<file path="config.mk">
export PLATFORM = sky130hd
export DESIGN_NAME = bms_boot_mode_select
export DESIGN_NICKNAME = d
export VERILOG_FILES = /design/src/logic/bms_pkg.sv /design/src/logic/bms_boot_mode_select.sv
export SDC_FILE = /design/constraint.sdc
export NUM_CORES = 1
export LEC_CHECK = 0
export BUFFER_PORTS_ARGS = -buffer_cell sky130_fd_sc_hd__buf_2
export CAP_MARGIN = 20
export CORE_ASPECT_RATIO = 1.5
export CORE_MARGIN = 2
export CORE_UTILIZATION = 46
export DETAILED_ROUTE_END_ITERATION = 7
export GPL_TIMING_DRIVEN = 0
export MAX_ROUTING_LAYER = met4
export PLACE_DENSITY_LB_ADDON = 0.2
export SYNTH_ARGS = -nofsm -noshare
export SYNTH_HDL_FRONTEND = slang
export SYNTH_SLANG_ARGS = --single-unit
</file>
<file path="constraint.sdc">
create_clock -name clk_i -period 5.04 [get_ports clk_i]
set_input_delay 0 -clock clk_i [delete_from_list [all_inputs] [get_ports clk_i]]
set_output_delay 0 -clock clk_i [all_outputs]
set_load 0.02 [all_outputs]
</file>
<file path="src/logic/bms_pkg.sv">
package bms_pkg;
  // Byte address at which the boot mode register appears in emulation mode.
  localparam logic [31:0] BMS_MODE_REG_ADDR = 32'h0000_07FD;
  // Mode-select pin codes.
  localparam logic [2:0] BMS_PINS_EXT_VECTOR = 3'h1;
  localparam logic [2:0] BMS_PINS_USER_TEST = 3'h2;
  // Reserved code that halts the core without raising the core-test pin.
  localparam logic [2:0] BMS_PINS_HALT_ONLY = 3'h0;
  // Field layout of the boot mode register.
  localparam int BMS_WIDTH_LSB = 0;
  localparam int BMS_WIDTH_MSB = 1;
  localparam logic [7:0] BMS_MODE_RESET = 8'h00;
  localparam logic [7:0] BMS_RESERVED_MASK = 8'hFC;
  // Bus-width field codes.
  localparam logic [1:0] BMS_WIDTH_8 = 2'h0;
  localparam logic [1:0] BMS_WIDTH_16 = 2'h1;
  localparam logic [1:0] BMS_WIDTH_32 = 2'h2;
  localparam logic [1:0] BMS_WIDTH_OFF = 2'h3;
  // Boot sequencer states, one-hot.
  typedef enum logic [5:0] {
    BMS_ST_RESET = 6'h01,
    BMS_ST_FETCH = 6'h02,
    BMS_ST_WAIT = 6'h04,
    BMS_ST_RUN = 6'h08,
    BMS_ST_USER_TEST = 6'h10,
    BMS_ST_HALT = 6'h20
  } bms_state_t;
endpackage

</file>
<file path="src/logic/bms_boot_mode_select.sv">
// Contract
// - Pins 001 fetch the mode vector externally; width comes from fetched data.
// - Pins 010 set the user-test flag and enter user circuit test mode.
// - In user test the core is suspended; clocks keep running.
// - Codes 000 and 011 to 111 are reserved; they include core test mode.
// - Core test mode drives the core-test pin high; board routes core pins.
// - The register is loaded by hardware fetch; core runs in that mode.
// - Only a full system reset cause or an emulator write in RUN loads the boot mode register.
// - User program accesses never reach the boot mode register.
// - In emulation mode the register is mapped at byte address 0000_07FD.
// - Width field bits 1..0 select 8, 16 or 32 bit bus.
// - The loaded width field is copied into area zero data-width bits.
// - Only external-ROM, external-bus mode is provided.
// - Bus width is set by the boot field and per-area width bits.
`timescale 1ns/1ps
`default_nettype none
module bms_boot_mode_select
  import bms_pkg::*;
(
  input wire logic clk_i,
  input wire logic rst_i,
  input wire logic init_reset_i,
  input wire logic mode_select_pin_2_i,
  input wire logic mode_select_pin_1_i,
  input wire logic mode_select_pin_0_i,
  output logic vector_fetch_req_o,
  input wire logic vector_fetch_ack_i,
  input wire logic [7:0] vector_fetch_data_i,
  input wire logic emulation_mode_i,
  input wire logic bus_wr_i,
  input wire logic bus_rd_i,
  input wire logic [31:0] bus_addr_i,
  input wire logic [7:0] bus_wdata_i,
  output logic [7:0] bus_rdata_o,
  output logic bus_hit_o,
  output logic [7:0] boot_mode_register_o,
  output logic [1:0] area_config_zero_width_o,
  output logic area_config_zero_load_o,
  output logic user_test_flag_o,
  output logic core_test_pin_o,
  output logic core_run_o,
  output logic mode_invalid_o
);

  ////////////////////////////////////////////////////////////////////////////
  // State.
  //
  // Two groups of state live here. The sequencer, the read data, the load pulse
  // and the status flags follow rst_i. The mode data, the captured strapping code
  // and the fresh marker do not: they belong to the full system reset alone, so a
  // lighter reset can restart the core without fetching the mode vector again.

  bms_state_t state, next_state;
  logic [2:0] pins, next_pins;
  logic [7:0] boot_mode_register, next_boot_mode_register;
  logic [7:0] rdata, next_rdata;
  logic load_pulse, next_load_pulse;
  logic fresh, next_fresh;
  logic user_test, next_user_test;
  logic core_test, next_core_test;
  logic core_run, next_core_run;
  logic invalid, next_invalid;
  logic reg_hit;

  // The register answers the bus only while an emulator holds the core.
  // Outside emulation mode the decode is forced low, so user code never sees it.
  assign reg_hit = emulation_mode_i && (bus_addr_i == BMS_MODE_REG_ADDR);

  ////////////////////////////////////////////////////////////////////////////
  // Next-state logic. A full system reset is the only path that samples the
  // pins and fetches, so lighter resets leave the mode data untouched.
  //
  // The fresh marker tells the two exits from RESET apart. Set while the full
  // reset cause is present, it sends the sequencer through the vector fetch on code 001;
  // cleared, it sends it straight back to the mode that was chosen before.

  always_comb begin
    next_state = state;
    next_pins = pins;
    next_boot_mode_register = boot_mode_register;
    next_load_pulse = 1'b0;
    next_rdata = rdata;
    next_fresh = fresh;
    case (state)
      BMS_ST_RESET: begin
        if (!init_reset_i) begin
          next_fresh = 1'b0;
          if (fresh) begin
            // A full reset has just ended: decode the code it captured.
            if (pins == BMS_PINS_EXT_VECTOR) begin
              next_state = BMS_ST_FETCH;
            end else if (pins == BMS_PINS_USER_TEST) begin
              next_state = BMS_ST_USER_TEST;
            end else begin
              next_state = BMS_ST_HALT;
            end
          end else begin
            // A lighter reset resumes the chosen mode; the mode data is kept.
            if (pins == BMS_PINS_EXT_VECTOR) begin
              next_state = BMS_ST_WAIT;
            end else if (pins == BMS_PINS_USER_TEST) begin
              next_state = BMS_ST_USER_TEST;
            end else begin
              next_state = BMS_ST_HALT;
            end
          end
        end
      end
      BMS_ST_FETCH: begin
        // The core stays stopped until the mode data has been taken.
        if (vector_fetch_ack_i) begin
          next_boot_mode_register = vector_fetch_data_i;
          next_load_pulse = 1'b1;
          next_state = BMS_ST_WAIT;
        end
      end
      BMS_ST_WAIT: begin
        // One settling cycle lets area zero take the new width before the core runs.
        next_state = BMS_ST_RUN;
      end
      BMS_ST_RUN: begin
        // Emulator writes land here only; outside RUN a write to the decoded address is ignored.
        if (reg_hit && bus_wr_i) begin
          next_boot_mode_register = bus_wdata_i;
          next_load_pulse = 1'b1;
        end
      end
      BMS_ST_USER_TEST: begin
        next_state = BMS_ST_USER_TEST;
      end
      BMS_ST_HALT: begin
        next_state = BMS_ST_HALT;
      end
      default: begin
        next_state = BMS_ST_RESET;
      end
    endcase
    // Reads return the value held at the start of the access.
    if (reg_hit && bus_rd_i) begin
      next_rdata = boot_mode_register;
    end
    // The full reset cause overrides the next state and keeps sampling the pins; a fetch or write in that cycle still loads the register.
    if (init_reset_i) begin
      next_state = BMS_ST_RESET;
      next_pins = {mode_select_pin_2_i, mode_select_pin_1_i, mode_select_pin_0_i};
      next_fresh = 1'b1;
    end
  end

  // Registers that follow rst_i.
  always_ff @(posedge clk_i) begin
    if (rst_i) begin
      state <= BMS_ST_RESET;
      load_pulse <= 1'b0;
      rdata <= BMS_MODE_RESET;
    end else begin
      state <= next_state;
      load_pulse <= next_load_pulse;
      rdata <= next_rdata;
    end
  end

  // Kept out of rst_i on purpose: only the full reset fetch and emulator writes rewrite the mode
  // data. The price is an unknown value until the first vector fetch has ended,
  // so the full reset cause must be given once after power-up.
  always_ff @(posedge clk_i) begin
    boot_mode_register <= next_boot_mode_register;
    pins <= next_pins;
    fresh <= next_fresh;
  end

  ////////////////////////////////////////////////////////////////////////////
  // Status flags. Each is the decode of the next state, registered, so that it
  // comes from a flip-flop yet changes on the same edge as the state itself.
  // Decoding the next values rather than the current ones costs one layer of
  // logic in front of the flops and saves a cycle of lag on every flag.

  always_comb begin
    next_user_test = (next_state == BMS_ST_USER_TEST);
    next_core_test = (next_state == BMS_ST_HALT) && (next_pins != BMS_PINS_HALT_ONLY);
    next_core_run = (next_state == BMS_ST_RUN);
    next_invalid = (next_state == BMS_ST_RUN) &&
      (((next_boot_mode_register & BMS_RESERVED_MASK) != BMS_MODE_RESET) ||
      (next_boot_mode_register[BMS_WIDTH_MSB:BMS_WIDTH_LSB] == BMS_WIDTH_OFF));
  end

  // Status registers; rst_i clears them, as RESET decodes to all low.
  always_ff @(posedge clk_i) begin
    if (rst_i) begin
      user_test <= 1'b0;
      core_test <= 1'b0;
      core_run <= 1'b0;
      invalid <= 1'b0;
    end else begin
      user_test <= next_user_test;
      core_test <= next_core_test;
      core_run <= next_core_run;
      invalid <= next_invalid;
    end
  end

  ////////////////////////////////////////////////////////////////////////////
  // Outputs. The area zero width is a plain slice of the mode data, so the
  // area configuration logic sees a new width on the same edge as the load pulse.
  // The checks on reserved bits and width code 11 only flag the fault; the
  // register keeps whatever the supplier gave, as the bus has no way to refuse it.

  assign vector_fetch_req_o = (state == BMS_ST_FETCH);
  assign bus_hit_o = reg_hit;
  assign bus_rdata_o = rdata;
  assign boot_mode_register_o = boot_mode_register;
  assign area_config_zero_width_o = boot_mode_register[BMS_WIDTH_MSB:BMS_WIDTH_LSB];
  assign area_config_zero_load_o = load_pulse;
  assign user_test_flag_o = user_test;
  // Core test is entered by a reserved code other than all zeros.
  assign core_test_pin_o = core_test;
  assign core_run_o = core_run;
  // Flags mode data that breaks the supplier's side of the bargain.
  assign mode_invalid_o = invalid;

endmodule
`default_nettype wire

</file>
==> results.sh, run 1 <==
export IMPL_status="complete, no violations"
export IMPL_root_buffer="clkbuf_8"
export IMPL_clkLatencyLatePin_ns=0.29
export IMPL_cp_top_family="simple AND/OR/NAND/NOR gates"
export IMPL_crit_chain="buf_6, nor4_2, nand3_1, nor4_4, a21oi_2, a221o_1, nor4_1, a21boi_1"
export IMPL_final_min_clock_period_ns=2.37
export IMPL_synth_nets=212
export IMPL_ys_seq_area_frac=0.445
export IMPL_final_common_cell="buf_2"
export IMPL_wire_per_inst_um=12.9
export IMPL_firstDrtPassIters=4
export IMPL_max_freq_mhz=422
export IMPL_power_density_nw_per_um2=284
export IMPL_start_util=0.479
export IMPL_pin_count=83
export IMPL_die_area_sq_um=3500
export IMPL_die_x_um=48.9
export IMPL_min_path_type="input port to register"
export IMPL_slew_headroom=0.633
export IMPL_holdPathEnd="area_config_zero_load_o$_SDFF_PP0_"
export IMPL_yosys_warnings=0
export IMPL_maxCapViolCount=0
export IMPL_cts_max_level=2
export IMPL_crit_buf_inv=1
export IMPL_cts_buffer_depth=2
export IMPL_synth_cells=154
export IMPL_ys_types=35
export IMPL_pre_cts_slack_ns=2.64
export IMPL_dpl_hpwl_mm=2.88
export IMPL_grt_setup_unrepaired="false"
export IMPL_cp_required_ns=5.22
export IMPL_crit_path_end_kind="register"
export IMPL_worstSetupPathType="register to register"
export IMPL_cts_sinks=31
export IMPL_grt_pass1_vias=1466
export IMPL_multiInputGateArea_sq_um=721
export IMPL_routed_wl_mm=3.78
export IMPL_r2r_setup_slack_ns=2.67
export IMPL_r2r_end="mode_invalid_o$_SDFF_PP0_"
export IMPL_synth_seq_cells=31
export IMPL_post_cts_resize_count=0
export IMPL_ir_drop_v=0.000275
export IMPL_nets=311
export IMPL_viasPerCell=5.13
export IMPL_cp_arrival_ns=2.55
export IMPL_grt_overflow=0
export IMPL_die_h_um=71.4
export IMPL_port_buffers=80
export IMPL_worst_r2r_path_depth=8
export IMPL_hold_depth=3
export IMPL_num_vias=1503
export IMPL_crit_path_max_fanout=9
export IMPL_start_kind="register"
export IMPL_finClkSkew_ns=0.00875
export IMPL_dr_first_iter_drc_count=31
export IMPL_drv_slew=0
export IMPL_gp_congestion=0.930
export IMPL_antenna_found_initial=0
export IMPL_netlist_area_sq_um=1390
export IMPL_seqCellArea_sq_um=621
export IMPL_synth_avg_cell_area_sq_um=9.05
export IMPL_setup_violations=0
export IMPL_clk_pin_slew_ns=0.07
export IMPL_r2r_start="state[1]$_SDFF_PP0_"
export IMPL_hold_viol_final=0
export IMPL_leakage_nw=1.00
export IMPL_final_fill_count=239
export IMPL_cts_setup_buffers=0
export IMPL_slowest_delay_ns=0.47
export IMPL_core_area_sq_um=2910
export IMPL_ctsHoldBuffers=12
export IMPL_ant_nets=0
export IMPL_fin_tns_setup_ns=0
export IMPL_grt_pass1_wl_mm=6.34
export IMPL_drc=0
export IMPL_min_from="vector_fetch_ack_i"
export IMPL_grt_max_degree=11
export IMPL_fp_row_count=24
export IMPL_cts_tree="yes"
export IMPL_area_growth_pct=49.3
export IMPL_drive_above_1_share=0.390
export IMPL_slowest_stage="nor4_4"
export IMPL_cts_buffers=5
export IMPL_finalCritPeriodShare=0.470
export IMPL_worst_pin_slew_ns=0.548
export IMPL_antenna_cells=0
export IMPL_setup_slack_ns=2.67
export IMPL_final_cell_mix="80 x buf_2, 31 x dfxtp_1, 14 x a21oi_1"
export IMPL_grt_use_total=0.243
## sequential cells by signal, summed over array words and instances (netlist names)
| signal | cells |
|---|---|
| boot_mode_register_o | 8 |
| bus_rdata_o | 8 |
| state | 6 |
| pins | 3 |
| area_config_zero_load_o | 1 |
| core_run_o | 1 |
| core_test_pin_o | 1 |
| fresh | 1 |
| mode_invalid_o | 1 |
| user_test_flag_o | 1 |
## layer usage
metal,vias up,GRT usage,part of all wire,routed length (um)
li1,767,-,-,-
met1,683,0.227,0.38,1430
met2,41,0.441,0.55,2090
met3,12,0.0750,0.045,169
met4,0,0.124,0.026,98
met5,-,-,0,0
## cell usage after synthesis, drive strengths merged
| cell | n | share of area |
|---|---|---|
| a211oi | 1 | 0.0054 |
| a21boi | 1 | 0.0054 |
| a21o | 1 | 0.0054 |
| a21oi | 15 | 0.057 |
| a221o | 8 | 0.057 |
| a22oi | 1 | 0.0054 |
| and3 | 9 | 0.040 |
| and4b | 2 | 0.014 |
| and4bb | 1 | 0.0090 |
| buf | 3 | 0.019 |
| clkbuf | 6 | 0.016 |
| dfxtp | 31 | 0.45 |
| inv | 1 | 0.0027 |
| mux2 | 3 | 0.024 |
| nand2 | 13 | 0.035 |
| nand2b | 1 | 0.0045 |
| nand3 | 12 | 0.043 |
| nand3b | 2 | 0.011 |
| nand4 | 1 | 0.0045 |
| nor2 | 13 | 0.035 |
| nor2b | 2 | 0.0090 |
| nor3 | 7 | 0.025 |
| nor4 | 6 | 0.047 |
| nor4b | 3 | 0.023 |
| nor4bb | 1 | 0.0072 |
| o211ai | 1 | 0.0054 |
| o21ai | 4 | 0.014 |
| or3 | 1 | 0.0045 |
| xnor2 | 2 | 0.013 |
| xor2 | 2 | 0.013 |
## tightest hold or removal path, stage by stage
cell and delay, ns:
buf_2 0.09, a21oi_2 0.11, nor2_1 0.10
## area by class of cell
cell class | count | share of cell area
Buffer | 9 | 0.0235
Clock buffer | 6 | 0.0397
Clock inverter | 2 | 0.0168
Inverter | 1 | 0.00180
Multi-Input combinational cell | 113 | 0.346
Sequential cell | 31 | 0.298
Tap cell | 39 | 0.0235
Timing Repair Buffer | 92 | 0.250
## worst max path at each step
stage                         from                        end  slack [ns]  cells past startpoint
2_1_floorplan  state[1]$_SDFF_PP0_  mode_invalid_o$_SDFF_PP0_        2.92                      8
3_3_place_gp   state[1]$_SDFF_PP0_  mode_invalid_o$_SDFF_PP0_        2.62                      8
3_5_place_dp   state[1]$_SDFF_PP0_  mode_invalid_o$_SDFF_PP0_        2.64                      8
4_1_cts        state[1]$_SDFF_PP0_  mode_invalid_o$_SDFF_PP0_        2.64                      8
5_1_grt        state[1]$_SDFF_PP0_  mode_invalid_o$_SDFF_PP0_        2.49                      8
6_report       state[1]$_SDFF_PP0_  mode_invalid_o$_SDFF_PP0_        2.67                      8
## report_power, final
part | leakage [nW] | switching (mW) | internal [mW]
sequential | 0.252 | 0.00871 | 0.254
combinational | 0.690 | 0.0357 | 0.0422
clock | 0.0612 | 0.0911 | 0.160
## logic make-up after synthesis
group                     share of synthesized area
AOI/OAI and AO/OA                             0.155
muxes                                        0.0242
buffers and inverters                        0.0377
DFF                                           0.445
xor gates and xnor gates                     0.0251
and+or+nand+nor                               0.312
## metrics by stage
stage | util | std cells | cell area, sq um | total power, mW | hold slack (ns)
after global routing | 0.714 | 293 | 2080 | 0.615 | 0.0604
final | 0.714 | 293 | 2080 | 0.591 | 0.0518
after global placement | 0.633 | 273 | 1840 | 0.336 | 0.247
after detailed placement | 0.633 | 273 | 1840 | 0.338 | 0.251
after CTS | 0.714 | 293 | 2080 | 0.595 | 0.0442
after floorplan | - | 154 | 1390 | 0.304 | 0.0860
Power figures use the tool's default switching activity.
==> run 2, diff against run 1 <==
--- a/config.mk
+++ b/config.mk
@@ -9,7 +9,7 @@
 export CAP_MARGIN = 20
 export CORE_ASPECT_RATIO = 1.5
 export CORE_MARGIN = 2
-export CORE_UTILIZATION = 46
+export CORE_UTILIZATION = 43
 export DETAILED_ROUTE_END_ITERATION = 7
 export GPL_TIMING_DRIVEN = 0
 export MAX_ROUTING_LAYER = met4
==> constraint.sdc (replaced) <==
create_clock -name clk_i -period 2.25 [get_ports clk_i]
set_input_delay 0 -clock clk_i [delete_from_list [all_inputs] [get_ports clk_i]]
set_output_delay 0 -clock clk_i [all_outputs]
set_load 0.02 [all_outputs]
==> run 2 against run 1 <==
Sequential cell count unchanged. Sequential share of layout area decreased by 0.39 points. Final area grew 1.3%. Clock skew is essentially flat. Core utilization fell by 4.0 points. First-iteration DRC count decreased by 29%. Register-to-register slack lost 2.5 ns. Clock-buffer cell count unchanged. Critical path type unchanged.
==> results.sh, run 2 (same netlist as run 1, synthesis figures left out) <==
export IMPL_cts_buffer_depth=2
export IMPL_grt_setup_unrepaired="false"
export IMPL_crit_path_max_fanout=9
export IMPL_crit_path_end_kind="register"
export IMPL_ant_nets=0
export IMPL_port_buffers=80
export IMPL_cp_arrival_ns=2.22
export IMPL_start_util=0.446
export IMPL_die_h_um=73.7
export IMPL_root_buffer="clkbuf_8"
export IMPL_max_freq_mhz=488
export IMPL_die_x_um=50.5
export IMPL_pre_cts_slack_ns=-0.186
export IMPL_crit_chain="buf_6, nor4_2, nand3_1, nor4_4, a21oi_2, a221o_1, nor4_2, a21boi_1"
export IMPL_clkLatencyLatePin_ns=0.29
export IMPL_dpl_hpwl_mm=2.89
export IMPL_final_cell_mix="80 x buf_2, 31 x dfxtp_1, 14 x a21oi_1"
export IMPL_grt_use_total=0.223
export IMPL_antenna_cells=0
export IMPL_pin_count=83
export IMPL_grt_pass1_vias=1402
export IMPL_drc=0
export IMPL_start_kind="register"
export IMPL_power_mw=1.33
export IMPL_grt_overflow=0
export IMPL_gp_congestion=0.930
export IMPL_final_common_cell="buf_2"
export IMPL_min_path_type="input port to register"
export IMPL_hold_ws_ns=0.0623
export IMPL_die_area_sq_um=3720
export IMPL_wire_per_inst_um=13.1
export IMPL_fp_row_count=25
export IMPL_power_density_nw_per_um2=632
export IMPL_slowest_delay_ns=0.34
export IMPL_cp_required_ns=2.42
export IMPL_worstSetupPathType="register to register"
export IMPL_dr_first_iter_drc_count=22
export IMPL_cts_buffers=5
export IMPL_hold_viol_final=0
export IMPL_leakage_nw=1.01
export IMPL_firstDrtPassIters=4
export IMPL_num_vias=1498
export IMPL_slowest_stage="a221o_1"
export IMPL_maxCapViolCount=0
export IMPL_finalCritPeriodShare=0.912
export IMPL_cts_sinks=31
export IMPL_antenna_found_initial=0
export IMPL_crit_top_cell="nor4_2"
export IMPL_drive_above_1_share=0.409
export IMPL_fin_tns_setup_ns=0
export IMPL_utilization=0.674
export IMPL_slew_headroom=0.627
export IMPL_core_area_sq_um=3130
export IMPL_cts_tree="yes"
export IMPL_nets=311
export IMPL_ir_drop_v=0.000650
export IMPL_grt_pass1_wl_mm=6.00
export IMPL_status="complete, no violations"
export IMPL_setup_slack_ns=0.199
export IMPL_viasPerCell=5.10
export IMPL_routed_wl_mm=3.85
export IMPL_final_min_clock_period_ns=2.05
export IMPL_setup_violations=0
export IMPL_clk_pin_slew_ns=0.07
export IMPL_finClkSkew_ns=0.00849
export IMPL_grt_max_degree=11
export IMPL_worst_pin_slew_ns=0.557
export IMPL_drv_slew=0
export IMPL_cts_max_level=2
export IMPL_area_growth_pct=51.3
==> run 2: per-stage QoR <==
stage | cells | cell area (sq um)
floorplan | 154 | 1390
CTS | 295 | 2090
global route | 294 | 2110
detailed placement | 274 | 1840
global placement | 274 | 1840
finish | 294 | 2110
==> run 2: power breakdown <==
group | internal, mW | total [mW] | switching, mW | leakage [nW]
logic | 0.0963 | 0.175 | 0.0791 | 0.700
clock network | 0.358 | 0.567 | 0.209 | 0.0612
registers | 0.569 | 0.589 | 0.0202 | 0.252
total | 1.02 | 1.33 | 0.309 | 1.01
==> run 2: worst max-delay path: cells and delay by family, from the launching register on <==
kind / cells / cell delay (ns)
compound gates: 3 / 0.56
flops: 1 / 0.31
simple gates: 4 / 0.91
buf+inv: 1 / 0.13
==> run 2: cell type report <==
class / count / area (sq um)
fillers: 287 / 1020
inverters: 1 / 3.75
plain buffers: 8 / 45.0
multi-input cells: 113 / 743
well taps: 40 / 50.0
flip-flops and latches: 31 / 621
clock inverters: 2 / 35.0
clock buffers: 6 / 82.6
repair buffers: 93 / 528
==> run 2: what timing repair did <==
action,CTS,global route
buffers inserted,1,0
endpoints found under the hold margin,12,0
hold buffers,12,0
endpoints found under the setup margin,1,3
gates resized for setup,0,4
pin swaps,1,0
==> run 2: routing by layer <==
metal	up-vias	global-route usage	routed length [um]
li1	770	-	-
met3	12	0.0528	200
met2	50	0.401	2080
met4	0	0.144	127
met1	666	0.209	1430
met5	-	-	0
==> run 2: final timing paths <==
check	from	endpoint	slack, ns	cells after the start
setup / recovery	state[1]$_SDFF_PP0_	mode_invalid_o$_SDFF_PP0_	0.20	8
hold / removal	vector_fetch_ack_i	area_config_zero_load_o$_SDFF_PP0_	0.06	3
setup reg to reg	state[1]$_SDFF_PP0_	mode_invalid_o$_SDFF_PP0_	0.20	8
hold reg to reg	bus_rdata_o[1]$_SDFFE_PP0P_	bus_rdata_o[1]$_SDFFE_PP0P_	0.45	2
==> run 3, diff against run 2 <==
--- a/config.mk
+++ b/config.mk
@@ -5,11 +5,12 @@
 export SDC_FILE = /design/constraint.sdc
 export NUM_CORES = 1
 export LEC_CHECK = 0
+export ABC_AREA = 1
 export BUFFER_PORTS_ARGS = -buffer_cell sky130_fd_sc_hd__buf_2
 export CAP_MARGIN = 20
 export CORE_ASPECT_RATIO = 1.5
 export CORE_MARGIN = 2
-export CORE_UTILIZATION = 43
+export CORE_UTILIZATION = 46
 export DETAILED_ROUTE_END_ITERATION = 7
 export GPL_TIMING_DRIVEN = 0
 export MAX_ROUTING_LAYER = met4
==> run 3 against run 2 <==
Critical path depth grew 4. Clock power shrank 22%. Clock skew hardly changed. Wire length is 8.2% higher. Largest power group unchanged. Critical path type unchanged. Synthesized cell count increased by 69%. Setup slack better by 0.39 ns. Via count is 26% higher. Area after synthesis increased by 24%. Register-to-register slack improved by 0.39 ns. Global-route usage decreased by 0.14 points. Critical endpoint unchanged.
==> results.sh, run 3 <==
export IMPL_netlist_area_sq_um=1720
export IMPL_hold_viol_final=0
export IMPL_r2r_end="mode_invalid_o$_SDFF_PP0_"
export IMPL_cts_max_level=2
export IMPL_slew_headroom=0.654
export IMPL_finalCritPeriodShare=0.740
export IMPL_drc=0
export IMPL_post_cts_resize_count=0
export IMPL_synth_avg_cell_area_sq_um=6.62
export IMPL_synthFlopType="dfxtp_1"
export IMPL_antenna_found_initial=0
export IMPL_start_util=0.476
export IMPL_status="complete, no violations"
export IMPL_min_from="bus_wdata_i[3]"
export IMPL_power_mw=1.37
export IMPL_grt_overflow=0
export IMPL_num_vias=1881
export IMPL_synth_nets=318
export IMPL_gp_congestion=0.792
export IMPL_setup_violations=0
export IMPL_die_h_um=78.9
export IMPL_viasPerCell=4.74
export IMPL_synth_cells=260
export IMPL_crit_top_cell="nor2_1"
export IMPL_clk_pin_slew_ns=0.06
export IMPL_fp_row_count=27
export IMPL_final_common_cell="buf_2"
export IMPL_max_freq_mhz=601
export IMPL_synth_compound_area_frac=0.113
export IMPL_synth_simple_area_share=0.387
export IMPL_crit_path_max_fanout=9
export IMPL_ys_types=30
export IMPL_slowest_stage="dfxtp_1"
export IMPL_synth_common_cells="51 x nand2_1, 48 x nor2_1, 38 x inv_1"
export IMPL_worst_pin_slew_ns=0.519
export IMPL_synth_area_mux_share=0.00581
export IMPL_clkLatencyLatePin_ns=0.29
export IMPL_routed_wl_mm=4.16
export IMPL_final_fill_count=367
export IMPL_utilization=0.644
export IMPL_holdPathEnd="boot_mode_register_o[3]$_DFF_P_"
export IMPL_nets=412
export IMPL_core_area_sq_um=3610
export IMPL_min_path_type="input port to register"
export IMPL_synth_seq_cells=31
export IMPL_dpl_hpwl_mm=3.38
export IMPL_grt_pass1_wl_mm=6.89
export IMPL_grt_max_degree=11
export IMPL_fin_tns_setup_ns=0
export IMPL_grt_pass1_vias=1772
export IMPL_root_buffer="clkbuf_8"
export IMPL_start_kind="register"
export IMPL_crit_path_end_kind="register"
export IMPL_grt_use_total=0.222
export IMPL_die_area_sq_um=4260
export IMPL_ys_top_cells_by_area="dfxtp_1 36%, nand2_1 11%, nor2_1 10%, inv_1 8.3%, nand4_1 4.4%"
export IMPL_crit_buf_inv=3
export IMPL_yosysMostFrequentCell="nand2_1"
export IMPL_area_growth_pct=35.2
export IMPL_cts_tree="yes"
export IMPL_maxCapViolCount=0
export IMPL_drv_slew=0
export IMPL_synth_xor_area_frac=0
export IMPL_final_min_clock_period_ns=1.66
export IMPL_power_density_nw_per_um2=587
export IMPL_worstSetupPathType="register to register"
export IMPL_ys_seq_area_frac=0.360
export IMPL_pre_cts_slack_ns=0.553
export IMPL_drive_above_1_share=0.325
export IMPL_dr_first_iter_drc_count=24
export IMPL_crit_chain="inv_1, nand2_1, inv_2, nand4_1, inv_2, nand4_1, nand3_1, nand3_1, nor2_1, nand2_1, nor2_1, nor2_1"
export IMPL_cts_buffers=5
export IMPL_ant_nets=0
export IMPL_synthAdderAreaFrac=0
export IMPL_firstDrtPassIters=4
export IMPL_synth_edf_count=0
export IMPL_cp_arrival_ns=1.84
export IMPL_cts_sinks=31
export IMPL_cp_required_ns=2.43
export IMPL_cp_top_family="simple AND/OR/NAND/NOR gates"
export IMPL_finClkSkew_ns=0.00814
export IMPL_ir_drop_v=0.000529
export IMPL_synth_top_family_by_area="simple AND/OR/NAND/NOR gates"
export IMPL_async_flop_share=0
export IMPL_yosys_warnings=0
export IMPL_setup_slack_ns=0.586
export IMPL_antenna_cells=0
export IMPL_synth_area_leader_cell="dfxtp_1"
export IMPL_r2r_start="state[5]$_SDFF_PP0_"
export IMPL_cts_buffer_depth=2
export IMPL_leakage_nw=1.23
export IMPL_port_buffers=81
export IMPL_slowest_delay_ns=0.31
export IMPL_worst_r2r_path_depth=12
export IMPL_hold_depth=3
export IMPL_final_cell_mix="81 x buf_2, 51 x nand2_1, 48 x nor2_1"
export IMPL_grt_setup_unrepaired="false"
export IMPL_die_x_um=54.0
export IMPL_r2r_setup_slack_ns=0.59
export IMPL_pin_count=83
export IMPL_wire_per_inst_um=10.5
export IMPL_synth_top_area_share=0.360
-- run 3: worst register-to-register path: cells and delay by family (launching register included) --
kind / cells / cell delay, ns
simple gates: 9 / 0.90
buf+inv: 3 / 0.33
flops: 1 / 0.31
-- run 3: how the worst max path moves through the flow --
| stage | cells past startpoint | endpoint | slack, ns | from |
|---|---|---|---|---|
| after floorplan | 14 | mode_invalid_o$_SDFF_PP0_ | 0.77 | state[4]$_SDFF_PP0_ |
| after global placement | 12 | mode_invalid_o$_SDFF_PP0_ | 0.54 | state[4]$_SDFF_PP0_ |
| after detailed placement | 12 | mode_invalid_o$_SDFF_PP0_ | 0.55 | state[4]$_SDFF_PP0_ |
| after CTS | 12 | mode_invalid_o$_SDFF_PP0_ | 0.54 | state[5]$_SDFF_PP0_ |
| after global routing | 10 | mode_invalid_o$_SDFF_PP0_ | 0.36 | state[1]$_SDFF_PP0_ |
| final | 12 | mode_invalid_o$_SDFF_PP0_ | 0.59 | state[5]$_SDFF_PP0_ |
-- run 3: cell families after synthesis --
| logic type | Yosys count |
|---|---|
| buffers and inverters | 54 |
| DFF | 31 |
| muxes | 1 |
| AOI/OAI and AO/OA | 29 |
| and+or+nand+nor | 145 |
-- run 3: where the power goes --
group          internal (mW)  switching [mW]
combinational          0.128           0.188
clock                  0.239           0.201
sequential             0.588          0.0224
-- run 3: area by class of cell --
cell class / instances / area (sq um) / share of cell area
Clock buffer: 6 / 82.6 / 0.0355
Buffer: 8 / 56.3 / 0.0242
Multi-Input combinational cell: 175 / 870 / 0.373
Tap cell: 43 / 53.8 / 0.0231
Clock inverter: 1 / 5.00 / 0.00215
Sequential cell: 31 / 621 / 0.267
Timing Repair Buffer: 87 / 465 / 0.200
Inverter: 46 / 175 / 0.0752
-- run 3: per-layer routing --
metal,part of all wire,global-route usage,wire (um),up-vias
li1,-,-,-,1015
met1,0.40,0.233,1680,791
met2,0.52,0.382,2150,69
met3,0.059,0.0395,246,6
met4,0.021,0.110,89,0
met5,0,-,0,-
-- run 3: what timing repair did --
| action | in CTS | in global routing |
|---|---|---|
| hold buffers | 6 | 0 |
| setup buffers | 0 | 0 |
| endpoints found under the hold margin | 6 | 0 |
-- run 3: stage by stage --
step	instances	area, sq um	hold slack [ns]
final	397	2330	0.00637
after floorplan	260	1720	0.0785
after CTS	397	2330	0.00284
after global placement	384	2180	0.205
after global routing	397	2330	0.0485
after detailed placement	384	2180	0.209
